===== src/lsau_map.vh =====
// Constants for the load/store address unit: operation codes, sizes,
// condition codes and flag positions.
// Assumes inclusion by lsau_top.v only.
`ifndef LSAU_MAP_VH
`define LSAU_MAP_VH
// Operation codes
`define LSAU_OP_WORD_LOAD      4'h0
`define LSAU_OP_BYTE_LOAD_ZEXT 4'h1
`define LSAU_OP_HALF_LOAD_ZEXT 4'h2
`define LSAU_OP_BYTE_LOAD_SEXT 4'h3
`define LSAU_OP_HALF_LOAD_SEXT 4'h4
`define LSAU_OP_WORD_STORE     4'h5
`define LSAU_OP_BYTE_STORE     4'h6
`define LSAU_OP_HALF_STORE     4'h7
`define LSAU_OP_PC_ADDR        4'h8
`define LSAU_OP_PC_LOAD        4'h9
`define LSAU_OP_BRANCH         4'ha
// Address modes
`define LSAU_MODE_IMM_BASE     2'h0
`define LSAU_MODE_IMM_STACK    2'h1
`define LSAU_MODE_REG_OFFSET   2'h2
// Condition codes
`define LSAU_COND_EQ           4'h0
`define LSAU_COND_NE           4'h1
`define LSAU_COND_CS           4'h2
`define LSAU_COND_CC           4'h3
`define LSAU_COND_MI           4'h4
`define LSAU_COND_PL           4'h5
`define LSAU_COND_VS           4'h6
`define LSAU_COND_VC           4'h7
`define LSAU_COND_HI           4'h8
`define LSAU_COND_LOWER_SAME   4'h9
`define LSAU_COND_AT_LEAST     4'ha
`define LSAU_COND_BELOW        4'hb
`define LSAU_COND_ABOVE        4'hc
`define LSAU_COND_AT_MOST      4'hd
`define LSAU_COND_EVERY_TIME   4'he
// Flag bit positions within program_status_flags
`define LSAU_FLAG_N            3
`define LSAU_FLAG_Z            2
`define LSAU_FLAG_C            1
`define LSAU_FLAG_V            0
// Byte strobes
`define LSAU_BYTE_STORE_WORD         4'hf
`define LSAU_BYTE_STORE_HALF         4'h3
`define LSAU_BYTE_STORE_BYTE         4'h1
`define LSAU_BYTE_STORE_NONE         4'h0
// States
`define LSAU_ST_IDLE           2'h0
`define LSAU_ST_WAIT           2'h1
`endif


===== src/lsau_top.v =====
// Load/store address unit: address forming, access sizing, data extension
// and branch condition evaluation for a 32-bit core.
// Assumes memory answers with mem_rvalid some cycles after a read request.
//
// Summary of operation
// [RULE1] Branch taken only when flags meet condition, else no effect; the code still loads branch_target_q on a failed condition.
// [RULE2] Decode lower-or-same and signed compare conditions from N, Z, C, V.
// [RULE3] Always condition is true whatever the flags; used without suffix.
// [RULE4] PC-relative address: program counter plus immediate to destination.
// [RULE5] Software: low destination, aligned target within 1020 bytes.
// [RULE6] Software sets bit 0 of addresses used for branch with exchange.
// [RULE7] Address and single load/store leave the status flags unchanged.
// [RULE8] Immediate byte and halfword loads are zero-filled to 32 bits.
// [RULE9] Stores write word, lowest byte or lower halfword by size.
// [RULE10] Immediate address is base or stack pointer plus immediate.
// [RULE11] Software keeps immediate offsets within their encoded ranges.
// [RULE12] Software names only low eight registers for transfer and base.
// [RULE13] Software keeps computed addresses aligned to the access size.
// [RULE14] Register-offset address is base plus offset register contents.
// [RULE15] Register-offset loads: word, zero or sign extended byte/halfword.
// [RULE16] PC-relative load reads one word into the transfer register.
// [RULE17] Software keeps the literal label word aligned within 1020 bytes.
// [RULE18] Misaligned access is aborted and raises a fault, no transfer.
`timescale 1ns/1ps
`default_nettype none
`include "lsau_map.vh"

module lsau_top #(
   parameter DW = 32
) (
   // Clock, reset, enable
   input  wire          clk_sys,
   input  wire          rst,
   input  wire          clk_en,
   // Instruction request
   input  wire          op_valid,
   input  wire [3:0]    op_code,
   input  wire [1:0]    addr_mode,
   input  wire [3:0]    cond_code,
   input  wire [DW-1:0] base_reg,
   input  wire [DW-1:0] offset_reg,
   input  wire [DW-1:0] stack_ptr,
   input  wire [DW-1:0] program_counter,
   input  wire [DW-1:0] imm_value,
   input  wire [DW-1:0] transfer_reg,
   input  wire [3:0]    program_status_flags,
   // Memory side
   output reg           mem_req_q,
   output reg           mem_we_q,
   output reg  [DW-1:0] mem_addr_q,
   output reg  [DW-1:0] mem_wdata_q,
   output reg  [3:0]    mem_byte_store_q,
   input  wire          mem_rvalid,
   input  wire [DW-1:0] mem_rdata,
   // Results
   output reg           busy_q,
   output reg           wr_en_q,
   output reg  [DW-1:0] wr_data_q,
   output reg           branch_taken_q,
   output reg  [DW-1:0] branch_target_q,
   output reg           fault_q,
   output reg  [3:0]    flags_out_q
);

   // ======================================================================
   // Condition evaluation
   wire fn = program_status_flags[`LSAU_FLAG_N];
   wire fz = program_status_flags[`LSAU_FLAG_Z];
   wire fc = program_status_flags[`LSAU_FLAG_C];
   wire fv = program_status_flags[`LSAU_FLAG_V];
   reg  cond_pass;

   // Unknown codes fail safe: branch not taken
   always @* begin
      case (cond_code)
         `LSAU_COND_EQ:         cond_pass = fz;
         `LSAU_COND_NE:         cond_pass = ~fz;
         `LSAU_COND_CS:         cond_pass = fc;
         `LSAU_COND_CC:         cond_pass = ~fc;
         `LSAU_COND_MI:         cond_pass = fn;
         `LSAU_COND_PL:         cond_pass = ~fn;
         `LSAU_COND_VS:         cond_pass = fv;
         `LSAU_COND_VC:         cond_pass = ~fv;
         `LSAU_COND_HI:         cond_pass = fc & ~fz;
         `LSAU_COND_LOWER_SAME: cond_pass = ~fc | fz;          // RULE2
         `LSAU_COND_AT_LEAST:   cond_pass = (fn == fv);        // RULE2
         `LSAU_COND_BELOW:      cond_pass = (fn != fv);        // RULE2
         `LSAU_COND_ABOVE:      cond_pass = ~fz & (fn == fv);  // RULE2
         `LSAU_COND_AT_MOST:    cond_pass = fz | (fn != fv);   // RULE2
         `LSAU_COND_EVERY_TIME: cond_pass = 1'b1;              // RULE3
         default:               cond_pass = 1'b0;
      endcase
   end

   // ======================================================================
   // Address forming
   reg [DW-1:0] ea;
   always @* begin
      case (addr_mode)
         `LSAU_MODE_IMM_STACK:  ea = stack_ptr + imm_value;    // RULE10
         `LSAU_MODE_REG_OFFSET: ea = base_reg + offset_reg;    // RULE14
         default:               ea = base_reg + imm_value;     // RULE10
      endcase
   end
   wire [DW-1:0] pc_sum = program_counter + imm_value;          // RULE4

   // Access size and store strobes
   reg [3:0] byte_store;
   reg       is_load;
   reg       is_store;
   always @* begin
      is_load  = 1'b0;
      is_store = 1'b0;
      byte_store     = `LSAU_BYTE_STORE_NONE;
      case (op_code)
         `LSAU_OP_WORD_LOAD, `LSAU_OP_PC_LOAD: begin
            is_load = 1'b1;
            byte_store    = `LSAU_BYTE_STORE_WORD;
         end
         `LSAU_OP_HALF_LOAD_ZEXT, `LSAU_OP_HALF_LOAD_SEXT: begin
            is_load = 1'b1;
            byte_store    = `LSAU_BYTE_STORE_HALF;
         end
         `LSAU_OP_BYTE_LOAD_ZEXT, `LSAU_OP_BYTE_LOAD_SEXT: begin
            is_load = 1'b1;
            byte_store    = `LSAU_BYTE_STORE_BYTE;
         end
         `LSAU_OP_WORD_STORE: begin
            is_store = 1'b1;
            byte_store     = `LSAU_BYTE_STORE_WORD;                         // RULE9
         end
         `LSAU_OP_HALF_STORE: begin
            is_store = 1'b1;
            byte_store     = `LSAU_BYTE_STORE_HALF;                         // RULE9
         end
         `LSAU_OP_BYTE_STORE: begin
            is_store = 1'b1;
            byte_store     = `LSAU_BYTE_STORE_BYTE;                         // RULE9
         end
         default: begin
            is_load  = 1'b0;
            is_store = 1'b0;
         end
      endcase
   end

   // Literal loads use the program counter sum, others the formed address
   wire [DW-1:0] acc_addr = (op_code == `LSAU_OP_PC_LOAD) ? pc_sum : ea;
   // Misaligned access detection, checked before any bus request
   wire misalign = (byte_store == `LSAU_BYTE_STORE_WORD) ? (acc_addr[1:0] != 2'h0) :
                   (byte_store == `LSAU_BYTE_STORE_HALF) ? acc_addr[0] : 1'b0;

   // ======================================================================
   // Load data extension, using the operation latched at request time
   reg [3:0]    pend_op_q;
   reg [DW-1:0] ld_ext;
   always @* begin
      case (pend_op_q)
         `LSAU_OP_BYTE_LOAD_ZEXT:
            ld_ext = {{(DW-8){1'b0}}, mem_rdata[7:0]};        // RULE8 RULE15
         `LSAU_OP_HALF_LOAD_ZEXT:
            ld_ext = {{(DW-16){1'b0}}, mem_rdata[15:0]};      // RULE8 RULE15
         `LSAU_OP_BYTE_LOAD_SEXT:
            ld_ext = {{(DW-8){mem_rdata[7]}}, mem_rdata[7:0]};     // RULE15
         `LSAU_OP_HALF_LOAD_SEXT:
            ld_ext = {{(DW-16){mem_rdata[15]}}, mem_rdata[15:0]};  // RULE15
         default:
            ld_ext = mem_rdata;                                // RULE16
      endcase
   end

   // ======================================================================
   // Control: one access outstanding; stores finish in one cycle
   reg [1:0] state_q;
   always @(posedge clk_sys) begin
      if (rst) begin
         state_q         <= `LSAU_ST_IDLE;
         pend_op_q       <= `LSAU_OP_WORD_LOAD;
         mem_req_q       <= 1'b0;
         mem_we_q        <= 1'b0;
         mem_addr_q      <= {DW{1'b0}};
         mem_wdata_q     <= {DW{1'b0}};
         mem_byte_store_q      <= `LSAU_BYTE_STORE_NONE;
         busy_q          <= 1'b0;
         wr_en_q         <= 1'b0;
         wr_data_q       <= {DW{1'b0}};
         branch_taken_q  <= 1'b0;
         branch_target_q <= {DW{1'b0}};
         fault_q         <= 1'b0;
         flags_out_q     <= 4'h0;
      end else if (clk_en) begin
         mem_req_q      <= 1'b0;
         wr_en_q        <= 1'b0;
         branch_taken_q <= 1'b0;
         fault_q        <= 1'b0;
         // Flags pass through untouched by every operation here
         flags_out_q    <= program_status_flags;               // RULE7
         case (state_q)
            `LSAU_ST_IDLE: begin
               if (op_valid) begin
                  if (op_code == `LSAU_OP_PC_ADDR) begin
                     wr_en_q   <= 1'b1;                        // RULE4
                     wr_data_q <= pc_sum;
                  end else if (op_code == `LSAU_OP_BRANCH) begin
                     // Failed condition leaves branch_taken_q low; branch_target_q is still loaded
                     branch_taken_q  <= cond_pass;             // RULE1
                     branch_target_q <= pc_sum;
                  end else if ((is_load | is_store) & misalign) begin
                     fault_q <= 1'b1;                          // RULE18
                  end else if (is_load | is_store) begin
                     mem_req_q   <= 1'b1;
                     mem_we_q    <= is_store;
                     mem_addr_q  <= acc_addr;
                     mem_byte_store_q  <= byte_store;
                     mem_wdata_q <= transfer_reg;              // RULE9
                     pend_op_q   <= op_code;
                     if (is_load) begin
                        state_q <= `LSAU_ST_WAIT;
                        busy_q  <= 1'b1;
                     end
                  end
               end
            end
            `LSAU_ST_WAIT: begin
               if (mem_rvalid) begin
                  wr_en_q   <= 1'b1;
                  wr_data_q <= ld_ext;                         // RULE8 RULE15
                  busy_q    <= 1'b0;
                  state_q   <= `LSAU_ST_IDLE;
               end
            end
            default: begin
               state_q <= `LSAU_ST_IDLE;
               busy_q  <= 1'b0;
            end
         endcase
      end
   end

endmodule // lsau_top
`default_nettype wire


===== config.mk =====
export PLATFORM = sky130hd
export DESIGN_NAME = lsau_top
export DESIGN_NICKNAME = d
export VERILOG_FILES = /design/src/lsau_top.v
export VERILOG_INCLUDE_DIRS = /design/src /design/src/src
export SDC_FILE = /design/constraint.sdc
export NUM_CORES = 1
export LEC_CHECK = 0
export ABC_AREA = 1
export BUFFER_PORTS_ARGS = -buffer_cell sky130_fd_sc_hd__buf_2
export CAP_MARGIN = 20
export CELL_PAD_IN_SITES_DETAIL_PLACEMENT = 1
export CELL_PAD_IN_SITES_GLOBAL_PLACEMENT = 2
export CORE_MARGIN = 5
export CORE_UTILIZATION = 24
export CTS_BUF_LIST = sky130_fd_sc_hd__clkbuf_8
export CTS_CLUSTER_SIZE = 30
export DETAILED_ROUTE_END_ITERATION = 7
export PLACE_DENSITY_LB_ADDON = 0.15
export SYNTH_ARGS = -nofsm -noshare
export SYNTH_HDL_FRONTEND = slang
export SYNTH_SLANG_ARGS = --single-unit

===== constraint.sdc =====
create_clock -name clk_sys -period 3 [get_ports clk_sys]
set_clock_uncertainty 0.15 [all_clocks]
set_input_delay 0.45 -clock clk_sys [delete_from_list [all_inputs] [get_ports clk_sys]]
set_output_delay 0.45 -clock clk_sys [all_outputs]
set_load 0.05 [all_outputs]

# Yosys cells after proc, flatten, opt, wreduce, memory -nomap -nowiden
# Cells that the tools add are included.
# classes
n_reduce_logical,14
eq_ne,43
bitwise_logic,13
n_mux,48
add_sub_neg,4
# op_table
cell,count
adder 32 bit,4
two-way mux 32 bit,4
one-hot mux 32 bit (2 select lines),2
one-hot mux 32 bit (4 select lines),1
equality test 4 bit (second input constant),11
equality test 4 x 3 -> 1 bit (second input constant),9
two-way mux 1 bit,29
equality test 4 x 2 -> 1 bit (second input constant),7
inequality test 2 bit (second input constant),8
one-hot mux 1 bit (15 select lines),1
two-way mux 2 bit,7
equality test 4 x 1 -> 1 bit (second input constant),3
one-hot mux 4 bit (3 select lines),1
OR reduction 3 bit,4
AND reduction 5 bit,2
zero test 4 bit,2
AND reduction 8 bit,1
inverter 1 bit,7
AND reduction 7 bit,1
OR reduction 6 bit,1
equality test 2 x 1 -> 1 bit (second input constant),2
one-hot mux 1 bit (2 select lines),2
one-hot mux 2 bit (2 select lines),1
nonzero test 2 bit,2
6 further kinds,10
# totals
out_inout_bits,142
reg_bits,148
input_bits,243

# Longest topological paths before layout
# logic_depth
word_depth,12
depth_mapped,19

# Worst setup path after synthesis
# No wires, ideal clock.
# synth_timing
kind,input -> register
from,input port addr_mode[0]
to,register mem_addr_q[7]
cell_stages,16
arrival_time_ns,2.845
path_slack_ns,-0.110
setup_ns,0.115
path_cell_list,inv_1 nand2_1 buf_1 mux2_2 ha_1 inv_1 fa_1 nand2_1 o2bb2ai_1 nand2_1 nand2_2 nor2_8 buf_6 buf_6 o211ai_2 inv_1
# synth_between
elab_chain_len,8
word_cells_on_any_way,10
classes_between,eq/ne (2); mux (4); bitwise (2); reduce/logical (2)
# synth_rtl
item,line_no,rtl
start: declaration,lsau_top.v:38,"input wire [1:0] addr_mode,"
equality test 2 bit or equality test 2 x 1 -> 1 bit (tied branches),lsau_top.v:99,case (addr_mode)
one-hot mux 32 bit (2 select lines) *,lsau_top.v:99,
two-way mux 32 bit *,lsau_top.v:148,wire [DW-1:0] acc_addr = (op_code == `LSAU_OP_PC_LOAD) ? pc_sum : ea;
two-way mux 1 bit or nonzero test 2 bit (tied branches),"lsau_top.v:151, lsau_top.v:150",
two-way mux 1 bit,lsau_top.v:150,wire misalign = (byte_store == `LSAU_BYTE_STORE_WORD) ? (acc_addr[1:0] != 2'h0) :
bitwise AND 1 bit,lsau_top.v:208,end else if ((is_load | is_store) & misalign) begin
inverter 1 bit (no line),--,
AND reduction 7 bit (no line),--,
end signal: assignment,lsau_top.v:181,mem_addr_q <= {DW{1'b0}};
end signal: assignment,lsau_top.v:213,mem_addr_q <= acc_addr;
end: declaration,lsau_top.v:50,"output reg [DW-1:0] mem_addr_q,"
# Every way passes the cells marked *; elsewhere a longest branch is shown, timed or not.
# A chain may end at the register's enable or synchronous reset.

# Final worst setup path
# layout_timing
from,input port addr_mode[0]
to,register mem_addr_q[28]
# The elaborated chain is that of the path after synthesis.

==> flow_summary.ini <==
[timing]
tightest_slew_ps = 811.5
hold_violations = 0
report.final.slew_viol_count = 0
finalSetupViolations = 0
fin_ws_ps = 186.4
fin_crit_sh_pct = 93.79
period_minus_slack_ps = 2814
relSlewSlack_pct = 45.90
fmax_ghz = 0.3554
holdWs_ps = 66.87

[placed_design]
dp.cells = 3501
gp_congestion = 0.8811
hpwl_um = 57160
dpl_cell_area_mm2 = 0.01691
io_buffers = 384
place_ws_ps = -405.1

[drt]
routedWlPerCell_um = 18.74
viasPerCell = 4.635
first_pass_iters = 5
wl_um = 67080
ant_nets = 0
vias = 16590
route.detailed.drc = 0
drtIter0Drc = 573

[job]
drv_cap = 0

[grt]
antenna_found_initial = 7
overflow = 0
first_global_vias = 17380
grt_pass1_wl_um = 100300
grt_start_max_net_pins = 65
grt.total_usage_pct = 21.55

[power]
p_clk_share_pct = 25.3
comb_power_share_pct = 44.7
leakage_nw = 10.01
p_seq_share_pct = 30.0
internal-power_w = 0.003909
irDropWorstVdd_v = 0.0003003
p_sw_share_pct = 42.78
total_power_w = 0.006831
switching_power_w = 0.002923
p_per_area_mw_per_mm2 = 384.1

[synthesis]
synth-seq-cells = 145
synth_area_mm2 = 0.01336
synth_cells = 2311
async_flop_share_pct = 0
syn_avg_cell_area_um2 = 5.782
netlist-cell-type-count = 42
ys_warn_count = 0
synth_edf_count = 0
ys.flop_type = dfxtp_1
syn_nets = 2653
synth_seq_area_share_pct = 21.72

[floorplanning]
initial_core_util_pct = 24.25
die_y_um = 246.0
rows = 86
die_w_um = 246.0
die_area_mm2 = 0.06049
io_pins = 385
core_area_mm2 = 0.05509

[status]
status = finished clean

[critical_path]
crit_arrival_ps = 3100
r2r-start = pend_op_q[3]$_SDFFE_PP0P_
crit_cells = 17
crit_top_cell = nand2_1
cp_slowest_cell = fa_1
crit_path_start = addr_mode[0]
rr_worst_depth = 8
r2r_end = wr_data_q[30]$_SDFFE_PP0P_
endpoint_kind = flip-flop
crit_fanout = 11
crit_buf_inv = 6
path_class = input pin to flip-flop
path_cells = buf_2 -> inv_1 -> nand2_1 -> buf_4 -> mux2_2 -> ha_1 -> inv_1 -> fa_1 -> nand2_1 -> o2bb2ai_1 -> nand2_1 -> nand2_2 -> nor2_8 -> inv_4 -> buf_4 -> nand2_1 -> a21oi_1
critical-path-max-stage-delay_ps = 400
crit_required_ps = 3290
reg2reg_slack_ps = 1060
cp_top_family = buffers and inverters
worst_setup_path_start_kind = input pin

[layout]
stdcell_area_mm2 = 0.01778
nets = 3157
final_common_cell = nand2_1
final_cells = 3580
syn_to_final_growth_pct = 33.10
final_cell_mix = nand2_1, buf_2, inv_1
drive_gt1_share_pct = 20.87

[min_path]
holdPathStages = 3
min-delay-start = program_status_flags[2]
hold_class = input pin to flip-flop
hold_path_end = flags_out_q[2]$_SDFFE_PP0P_

[clock_network]
htreeDepth = 4
clock_latency_ps = 530
path_clk_slew_ps = 90
cts_tree = done
cts_max_path_buffers = 2
numClockSinks = 145
cts_root_buffer = clkbuf_8
cts_buffers = 17
[repair_timing]
item | in CTS | in global routing
setup endpoints to repair | 0 | 7
setup buffers | 0 | 0
endpoints found under the hold margin | 43 | 0
resized for setup | 0 | 6
hold buffers | 43 | 0
[per-layer routing]
layer / part of all wire (%) / vias up / track usage (%)
met1: 46 / 7874 / 27.52
li1: - / 8407 / -
met5: 0 / - / 0
met3: 3.2 / 64 / 3.391
met4: 2.4 / 0 / 6.318
met2: 49 / 247 / 37.53
[cells in the mapped netlist (all sizes together), types with 6 or more instances]
library cell,n,area share [%]
nand2,699,20
inv,341,9.6
nor2,283,8.1
a21oi,192,7.2
o21ai,166,6.2
nand3,146,5.5
dfxtp,145,22
ha,96,9.0
clkbuf,42,1.2
mux2,30,2.5
buf,24,1.2
nand4,22,1.0
nor3,20,0.75
xor2,19,1.2
nand3b,16,0.90
o211ai,16,0.94
a31oi,10,0.47
o21bai,7,0.39
xnor2,7,0.46
o21a,6,0.34
[flip-flops by register name, indices dropped and copies added, names as in the netlist]
| signal | count |
|---|---|
| fault_q | 1 |
| branch_taken_q | 1 |
| mem_byte_store_q | 3 |
| wr_data_q | 32 |
| mem_req_q | 1 |
| busy_q | 1 |
| pend_op_q | 4 |
| mem_wdata_q | 32 |
| mem_addr_q | 32 |
| flags_out_q | 4 |
| branch_target_q | 32 |
| mem_we_q | 1 |
| wr_en_q | 1 |
[tightest hold or removal path, delay by kind of cell]
kind / cells / cell delay, ps
AND/OR/NAND/NOR: 2 / 150
buffers and inverters: 1 / 110
[layout make-up]
cell class | count | area, um^2
Timing Repair Buffer | 551 | 3362
Antenna cell | 5 | 12.51
Inverter | 343 | 1290
Tap cell | 748 | 935.9
Clock buffer | 17 | 234.0
Sequential cell | 145 | 2903
Clock inverter | 14 | 182.7
Multi-Input combinational cell | 1757 | 8865
Fill cell | 7411 | 37310
[logic make-up (layout without fill, tap and decap cells)]
family          after synthesis  count (layout)  synth area share (%)
xor+xnor                     26              26                 1.704
fa+ha+maj                    99              99                 9.439
compound gates              409             409                 16.23
simple gates               1193            1193                 36.32
buf+inv                     409             925                 12.05
flops                       145             145                 21.72
other cells                   0               5                     0
mux                          30              30                 2.528
[worst max-delay path by stage]
stage	to	slack, ps
after global placement	mem_addr_q[28]$_SDFFE_PP0P_	-350
after CTS	mem_addr_q[28]$_SDFFE_PP0P_	190
after global routing	mem_addr_q[28]$_SDFFE_PP0P_	-1
final	mem_addr_q[28]$_SDFFE_PP0P_	190
after floorplan	mem_addr_q[7]$_SDFFE_PP0P_	40
after detailed placement	mem_addr_q[20]$_SDFFE_PP0P_	-410
[power by group through the flow]
stage	Combinational [W]	Sequential, W	Clock (W)
2_1_floorplan	0.00148	0.00235	0
3_3_place_gp	0.00298	0.00209	0
3_5_place_dp	0.00302	0.00209	0
4_1_cts	0.00308	0.00205	0.00182
5_1_grt	0.00339	0.00206	0.00187
6_report	0.00306	0.00205	0.00173
[through the flow]
| stage | util, % | TNS, ps |
|---|---|---|
| 3_3_place_gp | 30.68 | -17870 |
| 4_1_cts | 32.22 | 0 |
| 2_1_floorplan | - | 0 |
| 3_5_place_dp | 30.68 | -23590 |
| 5_1_grt | 32.28 | -1.307 |
| 6_report | 32.28 | 0 |
No activity file was read; power rests on OpenSTA's default activity.
